`src/rtl/ble_pkg.sv`:
```
// shared constants, codes and decode functions for the branch and load executor
package ble_pkg;
	localparam int APB_AW = 8;
	localparam logic [7:0] REG_INSTR = 8'h00;
	localparam logic [7:0] REG_STATUS = 8'h04;
	localparam logic [7:0] REG_PC = 8'h08;
	localparam logic [7:0] REG_AB = 8'h0C;
	localparam logic [7:0] REG_F = 8'h10;
	localparam logic [7:0] REG_SP = 8'h14;
	localparam logic [7:0] REG_X = 8'h18;
	localparam logic [7:0] REG_Y = 8'h1C;
	localparam logic [7:0] REG_EXT = 8'h20;
	localparam int FLAG_E = 3;
	localparam int FLAG_I = 2;
	localparam int FLAG_C = 1;
	localparam int FLAG_Z = 0;
	localparam logic [12:0] CODE_INC_RSP = 13'h1FE8;
	localparam logic [12:0] CODE_INC_DSP = 13'h1FEC;
	localparam logic [6:0] PFX_TRAP = 7'h7E;
	localparam logic [11:0] PFX_JMP_Y = 12'hFF9;
	localparam logic [12:0] CODE_REL_A = 13'h1FF1;
	localparam logic [12:0] CODE_REL_BA = 13'h1FF0;
	localparam logic [6:0] PFX_REL_MEM = 7'h7D;
	localparam logic [12:0] CODE_LD_AA = 13'h1EF0;
	localparam logic [12:0] CODE_LD_AB = 13'h1EF2;
	localparam logic [12:0] CODE_LD_AF = 13'h1FF6;
	localparam logic [12:0] CODE_LD_BA = 13'h1EF4;
	localparam logic [12:0] CODE_LD_BB = 13'h1EF6;
	localparam logic [12:0] CODE_LD_FA = 13'h1FF5;
	localparam logic [8:0] PFX_LDI_A = 9'h1EC;
	localparam logic [8:0] PFX_LDI_B = 9'h1ED;
	localparam logic [8:0] PFX_LDI_F = 9'h10B;
	localparam logic [9:0] PFX_LDIND = 10'h3DC;
	localparam logic [2:0] COND_NONE = 3'h0;
	localparam logic [2:0] COND_C = 3'h4;
	localparam logic [2:0] COND_NC = 3'h5;
	localparam logic [2:0] COND_Z = 3'h6;
	localparam logic [2:0] COND_NZ = 3'h7;
	localparam logic [15:0] VEC_BASE = 16'h0100;
	localparam logic [7:0] PAGE_LO = 8'h00;
	localparam logic [7:0] PAGE_HI = 8'hFF;
	localparam logic [1:0] CYC_TRAP = 2'h3;
	localparam logic [1:0] CYC_REL_MEM = 2'h2;
	localparam logic [1:0] CYC_ONE = 2'h1;
	localparam logic [2:0] CLK_PER_CYC = 3'h2;

	typedef enum logic [3:0] {OP_NONE, OP_INCSP, OP_TRAP, OP_JMP_Y, OP_REL_A, OP_REL_BA,
		OP_REL_MEM, OP_REL_S8, OP_LDRR, OP_LDIMM, OP_LDIND} ble_op_t;
	typedef enum logic {ST_IDLE, ST_EXEC} ble_st_t;

	function automatic ble_op_t ble_decode(input logic [12:0] c);
		ble_op_t o;
		o = OP_NONE;
		if ((c == CODE_INC_RSP) || (c == CODE_INC_DSP))
			o = OP_INCSP;
		else if (c[12:6] == PFX_TRAP)
			o = OP_TRAP;
		else if (c[12:1] == PFX_JMP_Y)
			o = OP_JMP_Y;
		else if (c == CODE_REL_A)
			o = OP_REL_A;
		else if (c == CODE_REL_BA)
			o = OP_REL_BA;
		else if (c[12:6] == PFX_REL_MEM)
			o = OP_REL_MEM;
		else if ((c[12:11] == 2'h0) && (c[10] || (c[10:8] == COND_NONE)))
			o = OP_REL_S8;
		else if ((c == CODE_LD_AA) || (c == CODE_LD_AB) || (c == CODE_LD_AF)
			|| (c == CODE_LD_BA) || (c == CODE_LD_BB) || (c == CODE_LD_FA))
			o = OP_LDRR;
		else if ((c[12:4] == PFX_LDI_A) || (c[12:4] == PFX_LDI_B) || (c[12:4] == PFX_LDI_F))
			o = OP_LDIMM;
		else if ((c[12:3] == PFX_LDIND) && !c[0])
			o = OP_LDIND;
		return o;
	endfunction

	function automatic logic [1:0] ble_ncyc(input ble_op_t o);
		if (o == OP_TRAP)
			return CYC_TRAP;
		else if (o == OP_REL_MEM)
			return CYC_REL_MEM;
		return CYC_ONE;
	endfunction
endpackage

```
`src/rtl/ble_cycle.sv`:
```
// instruction cycle timer: two clocks per cycle, one to three cycles
module ble_cycle (
	input wire logic core_clk,
	input wire logic rst,
	input wire logic ce,
	input wire logic start,
	input wire logic [1:0] ncyc,
	output logic [2:0] cnt,
	output logic last
);
	import ble_pkg::*;

	typedef struct packed {
		logic run;
		logic [2:0] cnt;
		logic [2:0] lim;
	} ble_cyc_t;

	ble_cyc_t q;
	ble_cyc_t d;

	always_comb
	begin
		d = q;
		if (start)
		begin
			d.run = 1'b1;
			d.cnt = 3'h0;
			d.lim = 3'({1'b0, ncyc} * CLK_PER_CYC - 3'h1);
		end
		else if (q.run)
		begin
			if (q.cnt == q.lim)
				d.run = 1'b0;
			else
				d.cnt = q.cnt + 3'h1;
		end
	end

	always_ff @(posedge core_clk or posedge rst)
	begin
		if (rst)
			q <= '0;
		else if (ce)
			q <= d;
	end

	assign cnt = q.cnt;
	assign last = q.run & (q.cnt == q.lim);
endmodule // ble_cycle

```
`src/rtl/ble_target.sv`:
```
// next program counter: fall-through, relative, indirect and vector targets
module ble_target (
	input wire ble_pkg::ble_op_t op,
	input wire logic [15:0] pc,
	input wire logic [15:0] y,
	input wire logic [3:0] a,
	input wire logic [3:0] b,
	input wire logic [3:0] mem,
	input wire logic [7:0] imm,
	input wire logic [7:0] ext,
	input wire logic ext_on,
	input wire logic take,
	output logic [15:0] target
);
	import ble_pkg::*;

	logic [15:0] nxt;
	logic [15:0] off;

	always_comb
	begin
		nxt = pc + 16'h0001;
		off = 16'h0000;
		case (op)
			OP_JMP_Y: target = y;
			OP_TRAP: target = VEC_BASE + {10'h000, imm[5:0]};
			OP_REL_A: target = nxt + {12'h000, a};
			OP_REL_BA: target = nxt + {8'h00, b, a};
			OP_REL_MEM: target = nxt + {12'h000, mem};
			OP_REL_S8:
			begin
				off = {{8{imm[7]}}, imm};
				if (ext_on)
					off = {ext, imm};
				target = take ? nxt + off : nxt;
			end
			default: target = nxt;
		endcase
	end
endmodule // ble_target

```
`src/rtl/ble_exec.sv`:
```
// branch, trap and register-load executor with an apb register port
// What this block does
// - stack pointer increment keeps carry, sets zero
// - trap saves flags, return address, then vectors
// - indirect jump loads pc from second pointer
// - jump forward by low digit register
// - jump forward by digit pair, one cycle
// - two-cycle jump by data memory nibble
// - extension byte widens displacement to sixteen bits
// - branch taken only when carry set
// - branch taken only when carry clear
// - branch taken only when zero clear
// - branch taken only when zero set
// - register copies among digits and flags
// - immediate constant loads into digits or flags
// - single-cycle indirect load through either pointer
// - extension byte pages indirect load address
////////////////////////////////////////////////////////////////////////////////
module ble_exec (
	input wire logic core_clk,
	input wire logic rst,
	input wire logic ce,
	input wire logic psel,
	input wire logic penable,
	input wire logic pwrite,
	input wire logic [ble_pkg::APB_AW-1:0] paddr,
	input wire logic [31:0] pwdata,
	output logic [31:0] prdata,
	output logic pready,
	output logic pslverr,
	output logic [15:0] dm_addr,
	output logic dm_rd,
	output logic dm_wr,
	output logic [3:0] dm_wdata,
	input wire logic [3:0] dm_rdata
);
	import ble_pkg::*;

	typedef struct packed {
		ble_st_t st;
		logic [12:0] ir;
		logic [15:0] pc;
		logic [3:0] a;
		logic [3:0] b;
		logic [3:0] f;
		logic [7:0] rsp;
		logic [7:0] dsp;
		logic [15:0] x;
		logic [15:0] y;
		logic [7:0] ext;
		logic [3:0] mem;
		logic [15:0] dm_addr;
		logic dm_rd;
		logic dm_wr;
		logic [3:0] dm_wdata;
		logic pready;
		logic pslverr;
		logic [31:0] prdata;
	} ble_state_t;

	ble_state_t q;
	ble_state_t d;
	ble_op_t op;
	ble_op_t acc_op;
	logic busy;
	logic wr_ok;
	logic acc;
	logic take;
	logic fire;
	logic tm_last;
	logic [2:0] tm_cnt;
	logic [15:0] tgt;
	logic [15:0] ret_addr;
	logic [15:0] rsp_base;
	logic [7:0] sp_sum;

	function automatic logic [15:0] ind_addr(input logic [12:0] c, input logic [15:0] x,
		input logic [15:0] y, input logic [7:0] ext, input logic ext_on);
		if (ext_on)
			return {(c[1] ? PAGE_HI : PAGE_LO), ext};
		return c[1] ? y : x;
	endfunction

	assign op = ble_decode(q.ir);
	assign acc_op = ble_decode(pwdata[12:0]);
	assign busy = (q.st == ST_EXEC);
	assign wr_ok = psel & penable & q.pready & pwrite & ~q.pslverr;
	assign acc = wr_ok & (paddr == REG_INSTR);
	assign fire = tm_last & ce;
	assign ret_addr = q.pc + 16'h0001;
	assign rsp_base = {6'h00, q.rsp - 8'h01, 2'h0};
	assign sp_sum = (q.ir[2] ? q.dsp : q.rsp) + 8'h01;

	////////////////////////////////////////////////////////////////////////////
	always_comb
	begin
		case (q.ir[10:8])
			COND_C: take = q.f[FLAG_C];
			COND_NC: take = ~q.f[FLAG_C];
			COND_Z: take = q.f[FLAG_Z];
			COND_NZ: take = ~q.f[FLAG_Z];
			default: take = 1'b1;
		endcase
	end

	ble_cycle u_cycle (
		.core_clk(core_clk),
		.rst(rst),
		.ce(ce),
		.start(acc),
		.ncyc(ble_ncyc(acc_op)),
		.cnt(tm_cnt),
		.last(tm_last)
	);

	ble_target u_target (
		.op(op),
		.pc(q.pc),
		.y(q.y),
		.a(q.a),
		.b(q.b),
		.mem(q.mem),
		.imm(q.ir[7:0]),
		.ext(q.ext),
		.ext_on(q.f[FLAG_E]),
		.take(take),
		.target(tgt)
	);

	////////////////////////////////////////////////////////////////////////////
	always_comb
	begin
		d = q;
		d.pready = psel & ~q.pready;
		d.dm_rd = 1'b0;
		d.dm_wr = 1'b0;
		if (q.dm_rd)
			d.mem = dm_rdata;
		// answer built in setup so every bus output is a flop
		if (psel & ~penable)
		begin
			d.pslverr = pwrite & busy;
			d.prdata = 32'h0000_0000;
			if (paddr == REG_INSTR)
			begin
				d.prdata = {19'h00000, q.ir};
				if (pwrite & (acc_op == OP_NONE))
					d.pslverr = 1'b1;
			end
			else if (paddr == REG_STATUS)
				d.prdata = {24'h000000, q.f, 2'h0, q.f[FLAG_E], busy};
			else if (paddr == REG_PC)
				d.prdata = {16'h0000, q.pc};
			else if (paddr == REG_AB)
				d.prdata = {24'h000000, q.b, q.a};
			else if (paddr == REG_F)
				d.prdata = {28'h0000000, q.f};
			else if (paddr == REG_SP)
				d.prdata = {16'h0000, q.dsp, q.rsp};
			else if (paddr == REG_X)
				d.prdata = {16'h0000, q.x};
			else if (paddr == REG_Y)
				d.prdata = {16'h0000, q.y};
			else if (paddr == REG_EXT)
				d.prdata = {24'h000000, q.ext};
			else
				d.pslverr = 1'b1;
		end
		if (wr_ok)
		begin
			if (paddr == REG_PC)
				d.pc = pwdata[15:0];
			else if (paddr == REG_AB)
				{d.b, d.a} = pwdata[7:0];
			else if (paddr == REG_F)
				d.f = pwdata[3:0];
			else if (paddr == REG_SP)
				{d.dsp, d.rsp} = pwdata[15:0];
			else if (paddr == REG_X)
				d.x = pwdata[15:0];
			else if (paddr == REG_Y)
				d.y = pwdata[15:0];
			else if (paddr == REG_EXT)
			begin
				d.ext = pwdata[7:0];
				d.f[FLAG_E] = 1'b1;
			end
		end
		if (acc)
		begin
			d.ir = pwdata[12:0];
			d.st = ST_EXEC;
			if (acc_op == OP_LDIND)
			begin
				d.dm_rd = 1'b1;
				d.dm_addr = ind_addr(pwdata[12:0], q.x, q.y, q.ext, q.f[FLAG_E]);
			end
			else if (acc_op == OP_REL_MEM)
			begin
				d.dm_rd = 1'b1;
				d.dm_addr = {10'h000, pwdata[5:0]};
			end
			else if (acc_op == OP_TRAP)
			begin
				d.dm_wr = 1'b1;
				d.dm_addr = {8'h00, q.dsp - 8'h01};
				d.dm_wdata = q.f;
			end
		end
		if (busy & (op == OP_TRAP) & (tm_cnt < 3'h4))
		begin
			d.dm_wr = 1'b1;
			d.dm_addr = rsp_base + {14'h0000, tm_cnt[1:0]};
			d.dm_wdata = ret_addr[{tm_cnt[1:0], 2'h0} +: 4];
		end
		if (fire)
		begin
			d.st = ST_IDLE;
			d.pc = tgt;
			d.f[FLAG_E] = 1'b0;
			case (op)
				OP_INCSP:
				begin
					if (q.ir[2])
						d.dsp = sp_sum;
					else
						d.rsp = sp_sum;
					d.f[FLAG_Z] = (sp_sum == 8'h00);
				end
				OP_TRAP:
				begin
					d.rsp = q.rsp - 8'h01;
					d.dsp = q.dsp - 8'h01;
				end
				OP_LDRR:
				begin
					if (q.ir == CODE_LD_AB)
						d.a = q.b;
					else if (q.ir == CODE_LD_AF)
						d.a = q.f;
					else if (q.ir == CODE_LD_BA)
						d.b = q.a;
					else if (q.ir == CODE_LD_FA)
						d.f = q.a;
				end
				OP_LDIMM:
				begin
					if (q.ir[12:4] == PFX_LDI_A)
						d.a = q.ir[3:0];
					else if (q.ir[12:4] == PFX_LDI_B)
						d.b = q.ir[3:0];
					else
						d.f = q.ir[3:0];
				end
				OP_LDIND:
				begin
					if (q.ir[2])
						d.b = q.mem;
					else
						d.a = q.mem;
				end
				default: d.st = ST_IDLE;
			endcase
		end
	end

	always_ff @(posedge core_clk or posedge rst)
	begin
		if (rst)
			q <= '0;
		else if (ce)
			q <= d;
	end

	assign prdata = q.prdata;
	assign pready = q.pready;
	assign pslverr = q.pslverr;
	assign dm_addr = q.dm_addr;
	assign dm_rd = q.dm_rd;
	assign dm_wr = q.dm_wr;
	assign dm_wdata = q.dm_wdata;
endmodule // ble_exec

```
`config.mk`:
```
export PLATFORM = sky130hd
export DESIGN_NAME = ble_exec
export DESIGN_NICKNAME = d
export VERILOG_FILES = /design/src/rtl/ble_pkg.sv /design/src/rtl/ble_cycle.sv /design/src/rtl/ble_target.sv /design/src/rtl/ble_exec.sv
export SDC_FILE = /design/constraint.sdc
export NUM_CORES = 1
export LEC_CHECK = 0
export BUFFER_PORTS_ARGS = -buffer_cell sky130_fd_sc_hd__buf_2
export CELL_PAD_IN_SITES_DETAIL_PLACEMENT = 0
export CELL_PAD_IN_SITES_GLOBAL_PLACEMENT = 1
export CORE_UTILIZATION = 45
export CTS_BUF_LIST = sky130_fd_sc_hd__clkbuf_4 sky130_fd_sc_hd__clkbuf_8 sky130_fd_sc_hd__clkbuf_16
export DETAILED_ROUTE_END_ITERATION = 16
export GPL_TIMING_DRIVEN = 1
export PLACE_DENSITY = 0.79
export SYNTH_ARGS = -nofsm -noshare
export SYNTH_HDL_FRONTEND = slang
export SYNTH_SLANG_ARGS = --single-unit
export TNS_END_PERCENT = 100
```
`constraint.sdc`:
```
create_clock -name core_clk -period 7.1 [get_ports core_clk]
set_clock_uncertainty 0.05 [all_clocks]
set_input_delay 1.42 -clock core_clk [delete_from_list [all_inputs] [get_ports core_clk]]
set_output_delay 1.42 -clock core_clk [all_outputs]
set_load 0.005 [all_outputs]
```
## Word-level counts from Yosys, hierarchy flattened

Cells that the tools add are included.
Widths: inputs -> output; s select.

- Add/sub/neg operators: 12
- Order comparisons: 1
- Eq/ne operators: 68
- Shift operators: 1
- Mux-type cells: 110
- Bitwise logic cells: 24
- Reductions and logical operators: 51

Operator list:

| cell | number |
|---|---|
| $mux 16 | 20 |
| $eq 13x13->1 const B | 20 |
| $mux 4 | 32 |
| $pmux 16 s6 | 1 |
| $mux 8 | 11 |
| $mux 84 | 1 |
| $mux 68 | 1 |
| $mux 60 | 1 |
| $mux 56 | 1 |
| $eq 9x9->1 const B | 6 |
| $mux 44 | 1 |
| $mux 40 | 1 |
| $mux 33 | 1 |
| $add 16x4->16 | 2 |
| $eq 8x5->1 const B | 4 |
| $pmux 16 s2 | 1 |
| $eq 7x7->1 const B | 4 |
| $eq 12x12->1 const B | 2 |
| $mux 24 | 1 |
| $pmux 8 s3 | 1 |
| $mux 22 | 1 |
| $mux 1 | 21 |
| $eq 10x10->1 const B | 2 |
| $eq 4x3->1 const B | 5 |
| other kinds (48) | 126 |

- Flip-flop bits (word level): 165
- Input bits: 50
- Output and inout port bits: 56
- Word-level logic and storage cells: 290

## Depth between registers and ports, before layout

- Depth after elaboration: 21
- Mapped depth: 15
- Mapped depth without buffers: 14

## Modules after synthesis

A second synthesis with hierarchy kept.

- Cell total of the unflattened synthesis: 1535
- Area total of the unflattened synthesis: 12655.9 sq um

By module, submodules not included:

| module | instances | cells an instance | area each (sq um) | seq. area each (sq um) |
|---|---|---|---|---|
| ble_exec | 1 | 1200 | 10173.5 | 3553.4 |
| ble_target | 1 | 293 | 2075.7 | 0.0 |
| ble_cycle | 1 | 42 | 406.6 | 175.2 |

## Worst setup path before layout

OpenSTA, ideal clock, no wires.

- Kind: register to register
- Start point: register q[156] (netlist bit)
- End point: register q[142] (netlist bit)
- Setup time: 0.104 ns
- Data arrival time: 3.249 ns
- Data required time: 6.946 ns
- Path slack: 3.698 ns
- Stages on the path, launching flop included: 15
- Buffers on the path: 0
- Period minus slack after synthesis: 3.402 ns
- Path through: dfrtp_1 > and4_1 > and2_1 > nand3b_1 > mux2_2 > ha_1 > fa_1 > a211oi_1 > nor2_1 > o211ai_1 > nor4_2 > nand3_1 > xnor2_1 > nand2_1 > a221oi_1

- Cells in the longest elaborated chain, start to end: 17
- Elaborated cells on any way between the ends: 46
- Classes of those cells: 23 x eq/ne; 12 x mux; 11 x reduce/logical

Ends and longest elaborated chain:

| element | line | RTL |
|---|---|---|
| start, declared | ble_exec.sv:61 | `ble_state_t q;` |
| start signal, assigned | ble_exec.sv:270 | `q <= '0;` |
| start signal, assigned | ble_exec.sv:272 | `q <= d;` |
| $eq 13x13->1 | ble_pkg.sv:68 | `else if ((c == CODE_LD_AA) \|\| (c == CODE_LD_AB) \|\| (c == CODE_LD_AF)` |
| $logic_or 1x1->1 (2 in a row) | ble_pkg.sv:68 |  |
| $logic_or 1x1->1 (3 in a row) | ble_pkg.sv:69 | `\|\| (c == CODE_LD_BA) \|\| (c == CODE_LD_BB) \|\| (c == CODE_LD_FA))` |
| $mux 4 | ble_pkg.sv:68 |  |
| $mux 4 | ble_pkg.sv:66 | `else if ((c[12:11] == 2'h0) && (c[10] \|\| (c[10:8] == COND_NONE)))` |
| $mux 4 | ble_pkg.sv:64 | `else if (c[12:6] == PFX_REL_MEM)` |
| $mux 4 | ble_pkg.sv:62 | `else if (c == CODE_REL_BA)` |
| $mux 4 | ble_pkg.sv:60 | `else if (c == CODE_REL_A)` |
| $mux 4 | ble_pkg.sv:58 | `else if (c[12:1] == PFX_JMP_Y)` |
| $mux 4 | ble_pkg.sv:56 | `else if (c[12:6] == PFX_TRAP)` |
| $mux 4 * | ble_pkg.sv:54 | `if ((c == CODE_INC_RSP) \|\| (c == CODE_INC_DSP))` |
| $eq 4x3->1 / $eq 4x2->1 (equally long branches) | ble_target.sv:24 | `case (op)` |
| $pmux 16 s6 * | ble_target.sv:24 |  |
| $mux 44 * | ble_exec.sv:216 | `if (fire)` |

Every way passes the cells marked *; elsewhere a longest branch is shown, timed or not.
A chain may end at the register's enable or synchronous reset.

## Worst setup path after layout

- Start point: register q[154] (netlist bit)
- End point: register q[136] (netlist bit)

- Cells in the longest elaborated chain, start to end: 17
- Elaborated cells on any way between the ends: 53
- Classes of those cells: 27 x eq/ne; 14 x mux; 12 x reduce/logical

Ends and longest elaborated chain:

| element | line |
|---|---|
| $eq 13x13->1 | ble_pkg.sv:68 |
| $logic_or 1x1->1 (2 in a row) | ble_pkg.sv:68 |
| $logic_or 1x1->1 (3 in a row) | ble_pkg.sv:69 |
| $mux 4 | ble_pkg.sv:68 |
| $mux 4 | ble_pkg.sv:66 |
| $mux 4 | ble_pkg.sv:64 |
| $mux 4 | ble_pkg.sv:62 |
| $mux 4 | ble_pkg.sv:60 |
| $mux 4 | ble_pkg.sv:58 |
| $mux 4 | ble_pkg.sv:56 |
| $mux 4 | ble_pkg.sv:54 |
| $eq 4x3->1 / $eq 4x2->1 (equally long branches) | ble_target.sv:24 |
| $pmux 16 s6 * | ble_target.sv:24 |
| $mux 44 * | ble_exec.sv:216 |

Marked as above.

==> metrics.txt <==
minimum clock period 4.34 ns; Syn. warnings 0; Core Rows 59; antenna violations before repair 1; WHS Endpoint prdata[7]; Clock Latency Late Sink 0.44 ns; sequential area share after synthesis 0.306; Mapped Cells 1473; clk slew on worst S/H paths 0.07 ns; 1st-iter DRT viols 1532; Synth area leaders dfrtp_1, mux2_2, o21ai_0, nand2_1, mux2i_1; total CTS buffers 17; Pwr per Cell Area 163 nW/µm²; Net Sw Power 0.000579 W; Worst Path Arrival 4.59 ns; nature of the critical path startpoint flop; count of final hold-check violations 0; Critical Path RT around 7.4 ns; Synth async-reset ratio 1.00; Sw Ratio 0.273; CTS Sinks 149; post-CTS sizing 0; routability cong. slightly below 1; Die W 167 µm; final slew viol count 0; HPWL Detailed roughly 32000 µm; Tcrit/Tclk final 0.611; most used routing layer met2; CTS tree built; total number of vias 11690; layout cells sized above 1 0.159; met2 usage 0.487; RSZ-0062 raised after global routing false; Cells on Worst Hold Path 1; FF-to-FF End q[136]; first-pass GRT wire length approximately 68000 µm; power share of the sequential group 0.423; Worst R2R Setup Slack 2.76 ns; Post-route DRC 0; CP max stage delay 0.72 ns; clk buf depth 2; area of the core 26400 µm²; crit-path cells and4_1 > and2_1 > nand3b_1 > mux2_2 > ha_1 > fa_1 > a211oi_1 > nor2_1 > o211ai_1 > xnor2_1 > o21ai_0 > a221oi_1 > a21oi_1; largest net degree at the start of global routing 93; Post-Syn Area 12200 µm²; Main synth FF type dfrtp_1; # H-tree levels 4; Post-CTS Hold Buffers 0; 1st-pass router iterations 6; Global Route met3 Usage 0.0478; critical path capture point type flop; pre-CTS WS between 2 and 3 ns; Setup Viol. Count Final 0; highest-delay cell along the critical path dfrtp_1; commonest cells in the netlist nand2_1, o21ai_0, dfrtp_1, nor2_1, a21oi_1; Yosys top cell area share 0.306; Synth cell types 95; Layout Area Growth over Synthesis 6.70%; Starting Density 0.463; Top Ports around 110; Setup WS post-layout approximately 2.8 ns; fmax 230 MHz; Max-Cap Viols 0; R2R cell count 13; Clock power frac 0.478; Comb pwr share 0.099; number of flops mapped to enable cells by yosys 0; worst min path class reg -> reg; Total Power 0.00212 W; M1 GR Usage 0.453; setup TNS 0 ns; Fillers 2546; Global Route Usage Sum 0.324; GR Overflow Total 0; slew margin rel. 0.191; routed wire length 45000 µm; final core occ 0.494; DR WL/cell 25.1 µm; Crit Path Class reg -> reg; register bit count reported by yosys 149; Syn Area/Cell about 8.3 µm²; setup repair bufs after CTS 0; HP Start prdata[7]; Die Y 167 µm; Static Leakage 5.76 nW; via density per instance 6.54; Crit Path Max Fanout 11; Port Buffer Count between 70 and 80; Slew @ Worst Pin 1.20 ns; status finished clean; reg2reg start q[154]; ANT nets after route 0; # nets final ~1500; maximum VDD drop 174 µV; cell internal pwr 0.00154 W; area leader, netlist dfrtp_1; most common cell in the netlist nand2_1; clk root buf clkbuf_16; area of the die 27800 µm²; vias in the first global route between 10000 and 15000
==> flip-flops by register name (all words and copies together) (netlist names) <==
| register | cells |
|---|---|
| busy | 1 |
| dm_addr | 16 |
| dm_rd | 1 |
| dm_wdata | 4 |
| dm_wr | 1 |
| prdata | 16 |
| pready | 1 |
| pslverr | 1 |
| q | 101 |
| u_cycle.cnt | 3 |
| u_cycle.q | 4 |
==> layout make-up <==
type	count	area [µm²]	share of cell area
repair buffers	91	500	0.0385
clock buffers	19	453	0.0348
clock inverters	13	194	0.0149
flip-flops and latches	149	3730	0.287
multi-input cells	1145	7580	0.582
well taps	335	419	0.0322
diodes	1	2.50	0.000192
inverters	35	139	0.0107
==> layout by cell type, fill, tap and decap left out, types with 5 or more instances in the layout <==
cell type and instances:
nand3b_1 8, nor3_1 17, nand2_1 179, nor3b_1 5, and2_1 11, nand3_1 39, nor2_1 95, a22oi_1 17
xnor2_1 31, mux2i_1 54, conb_1 16, buf_2 73, nand2b_1 22, o31ai_1 5, mux2_2 73, ha_1 29
a222oi_1 11, o211ai_1 10, o31a_1 5, a211oi_1 20, inv_1 32, clkbuf_16 17, or3_1 10, nor4_1 9
xor2_1 27, a21o_1 14, a21oi_1 94, dfrtp_1 148, a221oi_1 18, o21a_1 6, nor2b_1 5, and3_1 22
a31oi_1 16, o21ai_0 158, nand4_1 6, o22ai_1 7, o221ai_1 8, buf_4 18
==> stage by stage <==
| stage | hold WS [ns] | std cells | area, µm² |
|---|---|---|---|
| global placement | 0.407 | 1755 | 12400 |
| floorplan | 0.401 | 1488 | 12300 |
| global route | 0.442 | 1787 | 13000 |
| finish | 0.424 | 1788 | 13000 |
| detailed placement | 0.411 | 1755 | 12400 |
| CTS | 0.425 | 1787 | 13000 |
==> worst max path at each step <==
stage | startpoint | endpoint | slack (ns) | depth (start not counted)
after floorplan | rst | busy | 1.62 | 1
after global placement | paddr[3] | q[154] | 2.52 | 6
after detailed placement | paddr[3] | q[149] | 2.54 | 6
after CTS | q[154] | q[142] | 2.88 | 14
after global routing | q[154] | q[142] | 2.55 | 14
final | q[154] | q[136] | 2.76 | 13
==> layer usage <==
layer  vias up  wire length, µm
met1      5552            18700
met2       753            19400
met5         -                0
met4         0             2290
li1       5255                -
met3       130             4590
==> power groups by stage <==
stage / Sequential [W] / Combinational (W) / Clock [W]
after floorplan: 0.000887 / 0.000151 / 0
after global placement: 0.000910 / 0.000206 / 0
after detailed placement: 0.000910 / 0.000207 / 0
after CTS: 0.000895 / 0.000208 / 0.00102
after global routing: 0.000896 / 0.000229 / 0.00105
final: 0.000897 / 0.000211 / 0.00101
==> cells by family after synthesis <==
family / after synthesis / synth area share
simple gates: 466 / 0.191
compound gates: 443 / 0.230
buf+inv: 194 / 0.0790
flops: 149 / 0.306
mux: 131 / 0.119
xor+xnor: 58 / 0.0416
fa+ha+maj: 31 / 0.0330
other cells: 1 / 0.000307
==> critical path: cells and delay by family (launching register included) <==
family / cells / cell delay, ns
and+or+nand+nor: 4 / 0.95
DFF: 1 / 0.72
adders and majority gates: 2 / 0.68
AOI/OAI and AO/OA: 5 / 1.29
muxes: 1 / 0.34
xor gates and xnor gates: 1 / 0.17
No activity file was read; power rests on OpenSTA's default activity.
